**config.mk**
```make
export PLATFORM = sky130hd
export DESIGN_NAME = uart_line_and_modem_status
export DESIGN_NICKNAME = d
export VERILOG_FILES = /design/src/msr_pkg.sv /design/src/modem_change_detect.sv /design/src/uart_line_and_modem_status.sv
export SDC_FILE = /design/constraint.sdc
export NUM_CORES = 1
export LEC_CHECK = 0
export BUFFER_PORTS_ARGS = -buffer_cell sky130_fd_sc_hd__buf_4
export CAP_MARGIN = 15
export CORE_ASPECT_RATIO = 1.75
export CORE_MARGIN = 1.5
export CORE_UTILIZATION = 25
export DETAILED_ROUTE_END_ITERATION = 16
export PLACE_DENSITY = 0.35
export SLEW_MARGIN = 20
export SYNTH_ARGS = -nofsm -noshare
export SYNTH_HDL_FRONTEND = slang
export SYNTH_SLANG_ARGS = --single-unit
```
**constraint.sdc**
```tcl
create_clock -name pclk -period 11.2 [get_ports pclk]
set_clock_uncertainty 0.1 [all_clocks]
set_input_delay 1.12 -clock pclk [delete_from_list [all_inputs] [get_ports pclk]]
set_output_delay 1.12 -clock pclk [all_outputs]
set_load 0.02 [all_outputs]
```
**src/msr_pkg.sv**
```systemverilog
// Package with register map, field layout and carrier types for the line and modem status block.
//
// Operation
// - Parity-error flag reports the character at the top of the receive queue.
// - Overrun flag sets when a character completes while the receive queue is full.
// - On overrun the new character is dropped; queued data stays intact.
// - Data-ready reads 1 while any received character is held, else 0.
// - Modem status is read-only; writes at its address load extra feature control.
// - Carrier, data-set-ready and clear-to-send change flags set on any change of their status bit (input, or control bit in loopback).
// - Ring change flag sets only when the ring input goes from 0 to 1, or in loopback when modem control bit 2 goes from 1 to 0.
// - Reading modem status clears the change flags that the read returned.
// - Modem interrupt is raised while any change flag is 1.
// - Bit 7 is inverted carrier input, or modem control bit 3 in loopback.
// - Bit 6 is inverted ring input, or modem control bit 2 in loopback.
// - Bit 5 is inverted data-set-ready input, or modem control bit 0 in loopback.
// - Bit 4 is inverted clear-to-send input, or modem control bit 1 in loopback.
package msr_pkg;

    localparam int ADDR_W    = 8;
    localparam int DATA_W    = 32;
    localparam int RX_DEPTH  = 128;
    localparam int PTR_W     = 7;
    localparam int CNT_W     = 8;

    localparam logic [ADDR_W-1:0] REG_LINE_STATUS   = 8'h00;
    localparam logic [ADDR_W-1:0] REG_MODEM_STATUS  = 8'h04;
    localparam logic [ADDR_W-1:0] REG_MODEM_CONTROL = 8'h08;
    localparam logic [ADDR_W-1:0] REG_RX_CONTROL    = 8'h0c;
    localparam logic [ADDR_W-1:0] REG_RX_DATA       = 8'h10;
    localparam logic [ADDR_W-1:0] REG_RX_LEVEL      = 8'h14;

    // Line status fields.
    localparam int LS_DATA_READY = 0;
    localparam int LS_OVERRUN    = 1;
    localparam int LS_PARITY     = 2;

    // Modem status fields: change flags in the low nibble, levels in the high one.
    localparam int MS_DELTA_LO = 0;
    localparam int MS_LEVEL_LO = 4;
    localparam int MS_NIBBLE   = 4;
    localparam int RI_IDX      = 2;

    // Modem control fields.
    localparam int MC_DTR      = 0;
    localparam int MC_RTS      = 1;
    localparam int MC_OUT1     = 2;
    localparam int MC_OUT2     = 3;
    localparam int MC_LOOPBACK = 4;
    localparam int MC_W        = 5;

    // Receive control fields; flush is self-clearing.
    localparam int RC_FIFO_EN = 0;
    localparam int RC_FLUSH   = 1;

    localparam int EFC_W = 3;

    localparam logic [MC_W-1:0]   MODEM_CONTROL_RST = 5'h00;
    localparam logic [EFC_W-1:0]  EFC_RST           = 3'h0;
    localparam logic [DATA_W-1:0] READ_ZERO         = 32'h0000_0000;

    typedef struct packed {
        logic cd_n;
        logic ri_n;
        logic dsr_n;
        logic cts_n;
    } modem_in_s;

    typedef struct packed {
        logic out2_n;
        logic out1_n;
        logic rts_n;
        logic dtr_n;
    } modem_out_s;

    typedef struct packed {
        logic       parity_err;
        logic [7:0] data;
    } rx_char_s;

    localparam modem_out_s MODEM_OUT_IDLE = 4'hf;

    typedef enum logic {
        APB_IDLE,
        APB_ACK
    } apb_state_e;

endpackage

```
**src/modem_change_detect.sv**
```systemverilog
// Change detector for the four modem status levels with read-clear flags.
module modem_change_detect
    import msr_pkg::*;
(
    input  wire logic                 pclk,       // system clock
    input  wire logic                 presetn,    // async reset, active low
    input  wire logic [MS_NIBBLE-1:0] level,      // active-high status levels
    input  wire logic [MS_NIBBLE-1:0] clear_mask, // change flags to clear this cycle
    output logic      [MS_NIBBLE-1:0] delta_d,    // next value of change flags
    output logic      [MS_NIBBLE-1:0] delta_q     // change flags
);

    logic [MS_NIBBLE-1:0] level_q;
    logic                 primed_q;

    ////////////////////////////////////////////////////////////////////////////
    // The first cycle after reset only records levels, so that inputs which
    // already sit active at reset release do not show up as changes.
    always_ff @(posedge pclk or negedge presetn)
    begin
        if (!presetn)
        begin
            level_q  <= 4'h0;
            primed_q <= 1'b0;
        end
        else
        begin
            level_q  <= level;
            primed_q <= 1'b1;
        end
    end

    genvar i;
    generate
        for (i = 0; i < MS_NIBBLE; i++)
        begin : g_bit
            logic change;
            if (i == RI_IDX)
            begin : g_ring
                // Status level is the inverted pin, so a pin rise is a level fall.
                assign change = primed_q & level_q[i] & ~level[i];
            end
            else
            begin : g_any
                assign change = primed_q & (level_q[i] ^ level[i]);
            end
            // A change landing in the clearing cycle survives.
            assign delta_d[i] = (delta_q[i] & ~clear_mask[i]) | change;
        end
    endgenerate

    always_ff @(posedge pclk or negedge presetn)
    begin
        if (!presetn)
        begin
            delta_q <= 4'h0;
        end
        else
        begin
            delta_q <= delta_d;
        end
    end

endmodule

```
**src/uart_line_and_modem_status.sv**
```systemverilog
// Line and modem status logic of one UART channel with its APB register port.
module uart_line_and_modem_status
    import msr_pkg::*;
(
    input  wire logic                      pclk,                  // system clock
    input  wire logic                      presetn,               // async reset, active low
    input  wire logic [msr_pkg::ADDR_W-1:0] paddr,                // APB byte address
    input  wire logic                      psel,                  // APB select
    input  wire logic                      penable,               // APB access phase
    input  wire logic                      pwrite,                // APB write
    input  wire logic [msr_pkg::DATA_W-1:0] pwdata,               // APB write data
    output logic      [msr_pkg::DATA_W-1:0] prdata,               // APB read data
    output logic                           pready,                // APB ready
    output logic                           pslverr,               // APB error
    input  wire msr_pkg::modem_in_s        modem_in,              // modem pins, active low
    input  wire logic                      rx_valid,              // character complete pulse
    input  wire msr_pkg::rx_char_s         rx_char,               // completed character
    output msr_pkg::modem_out_s            modem_out,             // modem pins, active low
    output logic      [msr_pkg::EFC_W-1:0] extra_feature_control, // register set select
    output logic                           modem_irq              // modem status interrupt
);

    import msr_pkg::*;

    ////////////////////////////////////////////////////////////////////////////
    // Bus slave state.

    apb_state_e           state_q;
    logic [DATA_W-1:0]    prdata_q;
    logic [DATA_W-1:0]    rdata_d;
    logic                 pready_q;
    logic                 pslverr_q;
    logic                 err_d;
    logic                 setup_acc;
    logic                 commit;
    logic                 rd_commit;
    logic                 wr_commit;

    ////////////////////////////////////////////////////////////////////////////
    // Control and status state.

    logic [MC_W-1:0]      modem_control_q;
    logic [EFC_W-1:0]     efc_q;
    logic                 fifo_en_q;
    logic                 overrun_q;
    logic                 overrun_d;
    logic                 overrun_seen_q;
    logic [MS_NIBBLE-1:0] delta_seen_q;
    logic [MS_NIBBLE-1:0] delta_clear;
    logic [MS_NIBBLE-1:0] delta_d;
    logic [MS_NIBBLE-1:0] delta_q;
    logic [MS_NIBBLE-1:0] level;
    logic                 loopback;
    logic                 modem_irq_q;
    modem_out_s           modem_out_q;

    ////////////////////////////////////////////////////////////////////////////
    // Receive queue state.

    rx_char_s             rx_mem_q [RX_DEPTH];
    logic [PTR_W-1:0]     wr_ptr_q;
    logic [PTR_W-1:0]     rd_ptr_q;
    logic [CNT_W-1:0]     count_q;
    logic [CNT_W-1:0]     capacity;
    logic                 full;
    logic                 push;
    logic                 pop;
    logic                 flush;
    logic                 top_parity;
    logic                 data_ready;

    ////////////////////////////////////////////////////////////////////////////
    // Bus handshake: setup, one access cycle with pready low, then pready high.
    // Read data is captured when pready rises; side effects happen at the
    // completing edge only, so a held request never acts twice.

    assign setup_acc = psel & penable & (state_q == APB_IDLE);
    assign commit    = psel & penable & (state_q == APB_ACK);
    assign rd_commit = commit & ~pwrite;
    assign wr_commit = commit & pwrite;

    always_ff @(posedge pclk or negedge presetn)
    begin
        if (!presetn)
        begin
            state_q <= APB_IDLE;
        end
        else
        begin
            unique case (state_q)
                APB_IDLE:
                begin
                    if (setup_acc)
                    begin
                        state_q <= APB_ACK;
                    end
                end
                APB_ACK:
                begin
                    state_q <= APB_IDLE;
                end
            endcase
        end
    end

    always_ff @(posedge pclk or negedge presetn)
    begin
        if (!presetn)
        begin
            pready_q  <= 1'b0;
            pslverr_q <= 1'b0;
            prdata_q  <= READ_ZERO;
        end
        else
        begin
            pready_q  <= setup_acc;
            pslverr_q <= setup_acc & err_d;
            if (setup_acc)
            begin
                prdata_q <= pwrite ? READ_ZERO : rdata_d;
            end
        end
    end

    ////////////////////////////////////////////////////////////////////////////
    // Read mux and address decode. Unmapped addresses answer with an error and
    // zero data; line status and receive level writes are silently ignored, modem status writes set the register-set select.

    always_comb
    begin
        rdata_d = READ_ZERO;
        err_d   = 1'b0;
        unique case (paddr)
            REG_LINE_STATUS:
            begin
                rdata_d[LS_DATA_READY] = data_ready;
                rdata_d[LS_OVERRUN]    = overrun_q;
                rdata_d[LS_PARITY]     = top_parity;
            end
            REG_MODEM_STATUS:
            begin
                rdata_d[MS_DELTA_LO +: MS_NIBBLE] = delta_q;
                rdata_d[MS_LEVEL_LO +: MS_NIBBLE] = level;
            end
            REG_MODEM_CONTROL:
            begin
                rdata_d[MC_W-1:0] = modem_control_q;
            end
            REG_RX_CONTROL:
            begin
                rdata_d[RC_FIFO_EN] = fifo_en_q;
            end
            REG_RX_DATA:
            begin
                rdata_d[7:0] = data_ready ? rx_mem_q[rd_ptr_q].data : 8'h00;
            end
            REG_RX_LEVEL:
            begin
                rdata_d[CNT_W-1:0] = count_q;
            end
            default:
            begin
                err_d = 1'b1;
            end
        endcase
    end

    ////////////////////////////////////////////////////////////////////////////
    // Software-written control.

    always_ff @(posedge pclk or negedge presetn)
    begin
        if (!presetn)
        begin
            modem_control_q <= MODEM_CONTROL_RST;
        end
        else if (wr_commit && paddr == REG_MODEM_CONTROL)
        begin
            modem_control_q <= pwdata[MC_W-1:0];
        end
    end

    // The status address takes writes into the register-set select instead.
    always_ff @(posedge pclk or negedge presetn)
    begin
        if (!presetn)
        begin
            efc_q <= EFC_RST;
        end
        else if (wr_commit && paddr == REG_MODEM_STATUS)
        begin
            efc_q <= pwdata[EFC_W-1:0];
        end
    end

    always_ff @(posedge pclk or negedge presetn)
    begin
        if (!presetn)
        begin
            fifo_en_q <= 1'b0;
        end
        else if (wr_commit && paddr == REG_RX_CONTROL)
        begin
            fifo_en_q <= pwdata[RC_FIFO_EN];
        end
    end

    // Switching the queue mode or asking for a flush empties the queue.
    assign flush = wr_commit && paddr == REG_RX_CONTROL
                   && (pwdata[RC_FLUSH] || pwdata[RC_FIFO_EN] != fifo_en_q);

    ////////////////////////////////////////////////////////////////////////////
    // Receive queue. Without queue mode it holds a single character, which then
    // acts as the holding register.

    assign capacity   = fifo_en_q ? CNT_W'(RX_DEPTH) : CNT_W'(1);
    assign full       = count_q >= capacity;
    assign push       = rx_valid & ~full & ~flush;
    assign pop        = rd_commit && paddr == REG_RX_DATA && data_ready && !flush;
    assign data_ready = count_q != '0;
    assign top_parity = data_ready & rx_mem_q[rd_ptr_q].parity_err;

    always_ff @(posedge pclk)
    begin
        if (push)
        begin
            rx_mem_q[wr_ptr_q] <= rx_char;
        end
    end

    always_ff @(posedge pclk or negedge presetn)
    begin
        if (!presetn)
        begin
            wr_ptr_q <= '0;
            rd_ptr_q <= '0;
            count_q  <= '0;
        end
        else if (flush)
        begin
            wr_ptr_q <= '0;
            rd_ptr_q <= '0;
            count_q  <= '0;
        end
        else
        begin
            if (push)
            begin
                wr_ptr_q <= fifo_en_q ? wr_ptr_q + PTR_W'(1) : '0;
            end
            if (pop)
            begin
                rd_ptr_q <= fifo_en_q ? rd_ptr_q + PTR_W'(1) : '0;
            end
            count_q <= count_q + CNT_W'(push) - CNT_W'(pop);
        end
    end

    ////////////////////////////////////////////////////////////////////////////
    // Overrun flag. Only a flag value that software actually saw is cleared by
    // the status read, so an overrun landing during the read is kept.

    always_ff @(posedge pclk or negedge presetn)
    begin
        if (!presetn)
        begin
            overrun_seen_q <= 1'b0;
        end
        else if (setup_acc)
        begin
            overrun_seen_q <= !pwrite && paddr == REG_LINE_STATUS && overrun_q;
        end
    end

    always_comb
    begin
        overrun_d = overrun_q;
        if (rd_commit && paddr == REG_LINE_STATUS && overrun_seen_q)
        begin
            overrun_d = 1'b0;
        end
        if (rx_valid && full)
        begin
            overrun_d = 1'b1;
        end
    end

    always_ff @(posedge pclk or negedge presetn)
    begin
        if (!presetn)
        begin
            overrun_q <= 1'b0;
        end
        else
        begin
            overrun_q <= overrun_d;
        end
    end

    ////////////////////////////////////////////////////////////////////////////
    // Modem status levels, with loopback substitution from modem control.

    assign loopback = modem_control_q[MC_LOOPBACK];

    always_comb
    begin
        if (loopback)
        begin
            level[3] = modem_control_q[MC_OUT2];
            level[2] = modem_control_q[MC_OUT1];
            level[1] = modem_control_q[MC_DTR];
            level[0] = modem_control_q[MC_RTS];
        end
        else
        begin
            level[3] = ~modem_in.cd_n;
            level[2] = ~modem_in.ri_n;
            level[1] = ~modem_in.dsr_n;
            level[0] = ~modem_in.cts_n;
        end
    end

    // Flags seen by a modem status read are the ones its completion clears.
    always_ff @(posedge pclk or negedge presetn)
    begin
        if (!presetn)
        begin
            delta_seen_q <= '0;
        end
        else if (setup_acc)
        begin
            delta_seen_q <= (!pwrite && paddr == REG_MODEM_STATUS) ? delta_q : '0;
        end
    end

    assign delta_clear = (rd_commit && paddr == REG_MODEM_STATUS) ? delta_seen_q : '0;

    modem_change_detect u_change
    (
        .pclk       (pclk),
        .presetn    (presetn),
        .level      (level),
        .clear_mask (delta_clear),
        .delta_d    (delta_d),
        .delta_q    (delta_q)
    );

    always_ff @(posedge pclk or negedge presetn)
    begin
        if (!presetn)
        begin
            modem_irq_q <= 1'b0;
        end
        else
        begin
            modem_irq_q <= |delta_d;
        end
    end

    ////////////////////////////////////////////////////////////////////////////
    // Modem output pins. In loopback they are parked inactive so the far end
    // sees no traffic while the outputs are folded back into the status.

    always_ff @(posedge pclk or negedge presetn)
    begin
        if (!presetn)
        begin
            modem_out_q <= MODEM_OUT_IDLE;
        end
        else if (loopback)
        begin
            modem_out_q <= MODEM_OUT_IDLE;
        end
        else
        begin
            modem_out_q.out2_n <= ~modem_control_q[MC_OUT2];
            modem_out_q.out1_n <= ~modem_control_q[MC_OUT1];
            modem_out_q.rts_n  <= ~modem_control_q[MC_RTS];
            modem_out_q.dtr_n  <= ~modem_control_q[MC_DTR];
        end
    end

    ////////////////////////////////////////////////////////////////////////////
    // Outputs.

    assign prdata                = prdata_q;
    assign pready                = pready_q;
    assign pslverr               = pslverr_q;
    assign modem_out             = modem_out_q;
    assign extra_feature_control = efc_q;
    assign modem_irq             = modem_irq_q;

endmodule

```
* Word level (Yosys, flattened, before mapping) *
Memory sizes are Yosys's and may differ from the RTL's.
Index checks and enable logic that the tools add are counted.

storage, ports and cells
  output and inout bits = 42
  bits in registers = 86
  memories = 1
  bits of input ports = 59
  memory bits (writable) = 1152

operators by class
  add/subtract/negate cells = 4
  muxes and demuxes = 25
  eq/ne operators = 6
  bitwise gates (word level) = 42
  magnitude comparators = 1
  reduce and logical (&&, ||, !) cells = 24

memories
  memory    words  bits a word  read ports  clocked after memory_dff  write ports  line                              RTL
  rx_mem_q  128    9            1           0                         1            uart_line_and_modem_status.sv:60  rx_char_s rx_mem_q [RX_DEPTH];

operators by type and width
  cell                                                                    count
  7-bit 2-to-1 mux                                                        6
  8-bit 2-to-1 mux                                                        4
  1-bit bitwise AND                                                       18
  1-bit NOT                                                               17
  8-bit by 4-bit equality test with 1-bit output (second input constant)  2
  8-bit by 5-bit equality test with 1-bit output (second input constant)  2
  4-bit 2-to-1 mux                                                        4
  7-bit by 1-bit adder with 7-bit output (second input constant)          2
  1-bit logical AND                                                       14
  2-bit case mux with 5 select lines                                      1
  3-bit case mux with 3 select lines                                      1
  8-bit by 1-bit adder with 8-bit output                                  1
  8-bit by 3-bit equality test with 1-bit output (second input constant)  1
  8-bit greater-or-equal comparator                                       1
  8-bit logical NOT                                                       1
  2-bit case mux with 4 select lines                                      1
  8-bit nonzero test                                                      1
  8-bit by 1-bit subtractor with 8-bit output                             1
  1-bit 2-to-1 mux                                                        6
  1-bit case mux with 6 select lines                                      1
  2-bit nonzero test                                                      3
  6-bit OR reduction                                                      1
  1-bit OR                                                                4
  4-bit OR reduction                                                      1
  other kinds (5)                                                         8

* Depth between registers and ports, before layout *
  depth in word-level cells = 10
  mapped depth = 18
  depth with buffers taken out = 17

* By module *
Synthesis repeated with hierarchy kept, for this count alone.

unflattened totals
  cell total of the unflattened synthesis = 2409
  area total of the unflattened synthesis = 48459.0 um2

by module, submodules not included
  module                      cells each  times used  area each (um2)
  uart_line_and_modem_status  2387        1           48152.4
  modem_change_detect         22          1           306.5

* Least setup slack after synthesis *
No wires, ideal clock.

  path kind = input to register
  start = input port paddr[0] (netlist name)
  end = register count_q[7]
  path buffers = 0
  arrival = 4131 ps
  path slack = 6844 ps
  stages = 14
  data required time = 10975 ps
  path through = or4_4 nor3_4 nand4b_1 nor3_2 ha_1 inv_1 ha_1 a21o_1 a21oi_1 o21bai_1 a21oi_1 o21bai_1 a21oi_1 mux2_2

on the way
  word-level cells in the longest chain between the ends = 8
  elaborated cells on any way between the ends = 13

RTL lines
  item                                            line                               RTL
  from (decl)                                     uart_line_and_modem_status.sv:7    input wire logic [msr_pkg::ADDR_W-1:0] paddr,
  8-bit by 4-bit equality test with 1-bit output  uart_line_and_modem_status.sv:209  assign flush = wr_commit && paddr == REG_RX_CONTROL
  1-bit logical AND                               uart_line_and_modem_status.sv:209
  1-bit logical AND                               uart_line_and_modem_status.sv:210  && (pwdata[RC_FLUSH] || pwdata[RC_FIFO_EN] != fifo_en_q);
  1-bit NOT                                       uart_line_and_modem_status.sv:218  assign push = rx_valid & ~full & ~flush;
  1-bit bitwise AND                               uart_line_and_modem_status.sv:218
  8-bit by 1-bit adder with 8-bit output          uart_line_and_modem_status.sv:255  count_q <= count_q + CNT_W'(push) - CNT_W'(pop);
  8-bit by 1-bit subtractor with 8-bit output     uart_line_and_modem_status.sv:255
  8-bit 2-to-1 mux (*)                            uart_line_and_modem_status.sv:239  else if (flush)
  to (signal assigned)                            uart_line_and_modem_status.sv:255
  to (decl)                                       uart_line_and_modem_status.sv:63   logic [CNT_W-1:0] count_q;

Mark *: on every way between the ends. The rest lies on a longest branch, timed or not.
A chain may end at the register's enable or synchronous reset.

* Worst setup path in the final report *
  start = register rd_ptr_q[0]
  end = register prdata_q[4], in the netlist prdata[4]

on the way
  word-level cells in the longest chain between the ends = 4

RTL lines
  item                                line                               RTL
  from (decl)                         uart_line_and_modem_status.sv:62   logic [PTR_W-1:0] rd_ptr_q;
  from (signal assigned)              uart_line_and_modem_status.sv:253  rd_ptr_q <= fifo_en_q ? rd_ptr_q + PTR_W'(1) : '0;
  memory 128 x 9 bit                  --
  8-bit 2-to-1 mux                    uart_line_and_modem_status.sv:155  rdata_d[7:0] = data_ready ? rx_mem_q[rd_ptr_q].data : 8'h00;
  2-bit case mux with 4 select lines  uart_line_and_modem_status.sv:133  unique case (paddr)
  8-bit 2-to-1 mux                    uart_line_and_modem_status.sv:120  prdata_q <= pwrite ? READ_ZERO : rdata_d;
  to (signal assigned)                uart_line_and_modem_status.sv:120
  to (decl)                           uart_line_and_modem_status.sv:29   logic [DATA_W-1:0] prdata_q;

Every way passes these cells.

==> results.sh <==
export IMPL_outcome="finished, final reports clean"
export IMPL_syn_area_um2=48500
export IMPL_layout_common_cells="1152 x edfxtp_1, 202 x mux4_2, 184 x mux2i_1"
export IMPL_gp_congestion=0.808
export IMPL_numClockSinks=1213
export IMPL_ioPinCount=101
export IMPL_hold_path_class="reg -> reg"
export IMPL_utilization=0.287
export IMPL_wirelength_mm=152
export IMPL_post_cts_setup_buffers=0
export IMPL_synth_compound_area_share=0.0472
export IMPL_start_kind="flop"
export IMPL_worst_path_stages=8
export IMPL_die_w_um=336
export IMPL_clk_latency_ns=0.74
export IMPL_synth_simple_area_share=0.0370
export IMPL_dp_hpwl_mm=96.4
export IMPL_vias_per_cell=4.60
export IMPL_powerDensity_nw_per_um2=170
export IMPL_required_ns=11.68
export IMPL_cts_buffers=113
export IMPL_critPathArrivalTime_ns=5.73
export IMPL_finalCritPeriodShare=0.469
export IMPL_grt_pass1_vias=26000
export IMPL_cts_resized=0
export IMPL_async_flop_share=0.0503
export IMPL_drc=0
export IMPL_holdWs_ns=0.365
export IMPL_end_kind="flop"
export IMPL_setup_viol=0
export IMPL_cts_tree="done"
export IMPL_layout_commonest_cell="edfxtp_1"
export IMPL_cp_cell_sequence="buf_4 > buf_12 > mux4_2 > mux4_2 > a21oi_1 > o22ai_1 > a2111oi_2 > o31ai_1"
export IMPL_avgSynthCellArea_um2=18.9
export IMPL_fillCellCount=19000
export IMPL_clockBufferDepth=3
export IMPL_max_freq_mhz=190
export IMPL_clkTransAtPathRegs_ns=0.07
export IMPL_synth_cells=2561
export IMPL_antenna_found_initial=2
export IMPL_chipHeight_um=586
export IMPL_drt_antenna_violating_nets=0
export IMPL_yosysUniqueCellTypes=81
export IMPL_hold_buffers=0
export IMPL_nets=2714
export IMPL_h_tree_depth=3
export IMPL_synth_ff_type="edfxtp_1"
export IMPL_drtIter0Drc=1685
export IMPL_grt_pass1_wl_mm=212
export IMPL_relSlewSlack=0.226
export IMPL_ir_drop_mv=0.127
export IMPL_synthAdderAreaFrac=0.00480
export IMPL_vias=24400
export IMPL_yosysWarnings=0
export IMPL_post_route_cell_area_um2=55400
export IMPL_start_util=0.252
export IMPL_die_area_um2=197000
export IMPL_min_period_ns=5.25
export IMPL_grtUsageTotal=0.154
export IMPL_syn2layout_area_growth_pct=14.1
export IMPL_grt_max_degree=91
export IMPL_grt_remaining_overflow=0
export IMPL_maxCapViolCount=0
export IMPL_cp_slowest_stage_delay_ns=0.97
export IMPL_critPathTopFamily="compound AO/OA/AOI/OAI gates"
export IMPL_synth_top_family_by_area="multiplexers"
export IMPL_hold_viol=0
export IMPL_criticalPathCategory="reg -> reg"
export IMPL_cp_max_fo=90
export IMPL_synth_seq_cells=1213
export IMPL_placed_cell_area_um2=51500
export IMPL_dr_pass1_iters=5
export IMPL_slowest_stage="dfrtp_4"
export IMPL_cts_root_buf="clkbuf_16"
export IMPL_p_leak_nw=16.5
export IMPL_drive_gt1_frac=0.195
export IMPL_final_max_slew_viol_count=0
export IMPL_yosysSeqAreaShare=0.745
export IMPL_whs_path_depth=1
export IMPL_rr_worst_depth=8
export IMPL_wl_per_cell_um=28.5
export IMPL_worstMarginPinSlew_ns=1.16
export IMPL_setup_tns_final_ns=0
export IMPL_portBuffers=49
export IMPL_muxShareOfSynthArea=0.137
export IMPL_grt_setup_unrepaired="no"
export IMPL_yosys_area_share_xor_xnor=0.00199
export IMPL_rows=213
export IMPL_core_area_um2=193000
export IMPL_crit_top_cell="mux4_2"
export IMPL_synth_edf_count=1152
export IMPL_critPathBufInv=2
## power by group
group	internal, mW	switching [mW]
Combinational	0.111	0.248
Clock	2.28	1.78
Sequential	4.99	0.0246
## Yosys cell counts (all sizes together), types with 5 or more instances
cell type,number,area share
nand4,6,0.00077
o221ai,79,0.014
nor2,183,0.014
a21o,6,0.00093
o21ai,31,0.0032
ha,17,0.0044
xnor2,7,0.0013
mux2,15,0.0035
and2,11,0.0014
a21oi,71,0.0073
or3,8,0.0010
nor3,26,0.0032
nand2b,7,0.00090
a2111oi,12,0.0024
mux4,206,0.096
clkbuf,51,0.0039
edfxtp,1152,0.71
buf,111,0.021
a32oi,5,0.00090
mux2i,184,0.038
a22oi,17,0.0026
nand2,98,0.0076
dfrtp,57,0.029
nor2b,13,0.0017
o22ai,44,0.0057
o31ai,8,0.0012
a22o,5,0.00090
nor4,6,0.00077
inv,28,0.0022
nand3,27,0.0028
## final timing paths
path / slack (ns) / start / endpoint
setup / recovery: 5.95 / rd_ptr_q[0]$_DFFE_PN0P_ / prdata[4]$_DFFE_PN0P_
hold / removal: 0.36 / modem_control_q[1]$_DFFE_PN0P_ / modem_out[1]$_DFF_PN1_
setup reg to reg: 5.95 / rd_ptr_q[0]$_DFFE_PN0P_ / prdata[4]$_DFFE_PN0P_
hold reg to reg: 0.36 / modem_control_q[1]$_DFFE_PN0P_ / modem_out[1]$_DFF_PN1_
max in group asynchronous: 9.97 / presetn / rd_ptr_q[1]$_DFFE_PN0P_
min in group asynchronous: 0.37 / presetn / extra_feature_control[2]$_DFFE_PN0P_
## per-stage QoR
| stage | cells | setup slack [ns] | total power, mW |
|---|---|---|---|
| floorplan | 2584 | 6.84 | 5.30 |
| global placement | 5101 | 5.67 | 5.48 |
| detailed placement | 5102 | 5.71 | 5.49 |
| CTS | 5315 | 5.85 | 9.59 |
| global route | 5316 | 5.79 | 9.74 |
| finish | 5318 | 5.95 | 9.44 |
## state kept, by name, indices dropped and copies added (netlist names)
name	count
rx_mem_q	1152
count_q	8
prdata	8
rd_ptr_q	7
wr_ptr_q	7
modem_control_q	5
delta_seen_q	4
modem_out	4
u_change.delta_q	4
u_change.level_q	4
extra_feature_control	3
fifo_en_q	1
modem_irq	1
overrun_q	1
overrun_seen_q	1
pready	1
pslverr	1
u_change.primed_q	1
## layout make-up
class                   count  area (µm²)  share of cell area
well taps                2580        3230              0.0583
flip-flops and latches   1213       36100               0.653
repair buffers            100         776              0.0140
inverters                  29         110             0.00199
multi-input cells        1180       11200               0.203
clock buffers             129        2940              0.0531
clock inverters            84         931              0.0168
diodes                      3        7.51            0.000136
## logic make-up after synthesis
family	count (synthesis)
xor gates and xnor gates	11
and+or+nand+nor	400
AOI/OAI and AO/OA	321
other	2
DFF	1213
buffers and inverters	191
adders and majority gates	18
muxes	405
## layer usage
metal / GRT usage / part of all wire
met1: 0.171 / 0.38
met4: 0.0444 / 0.026
met3: 0.0169 / 0.030
met5: 0 / 0
met2: 0.302 / 0.57
Power figures use the tool's default switching activity.
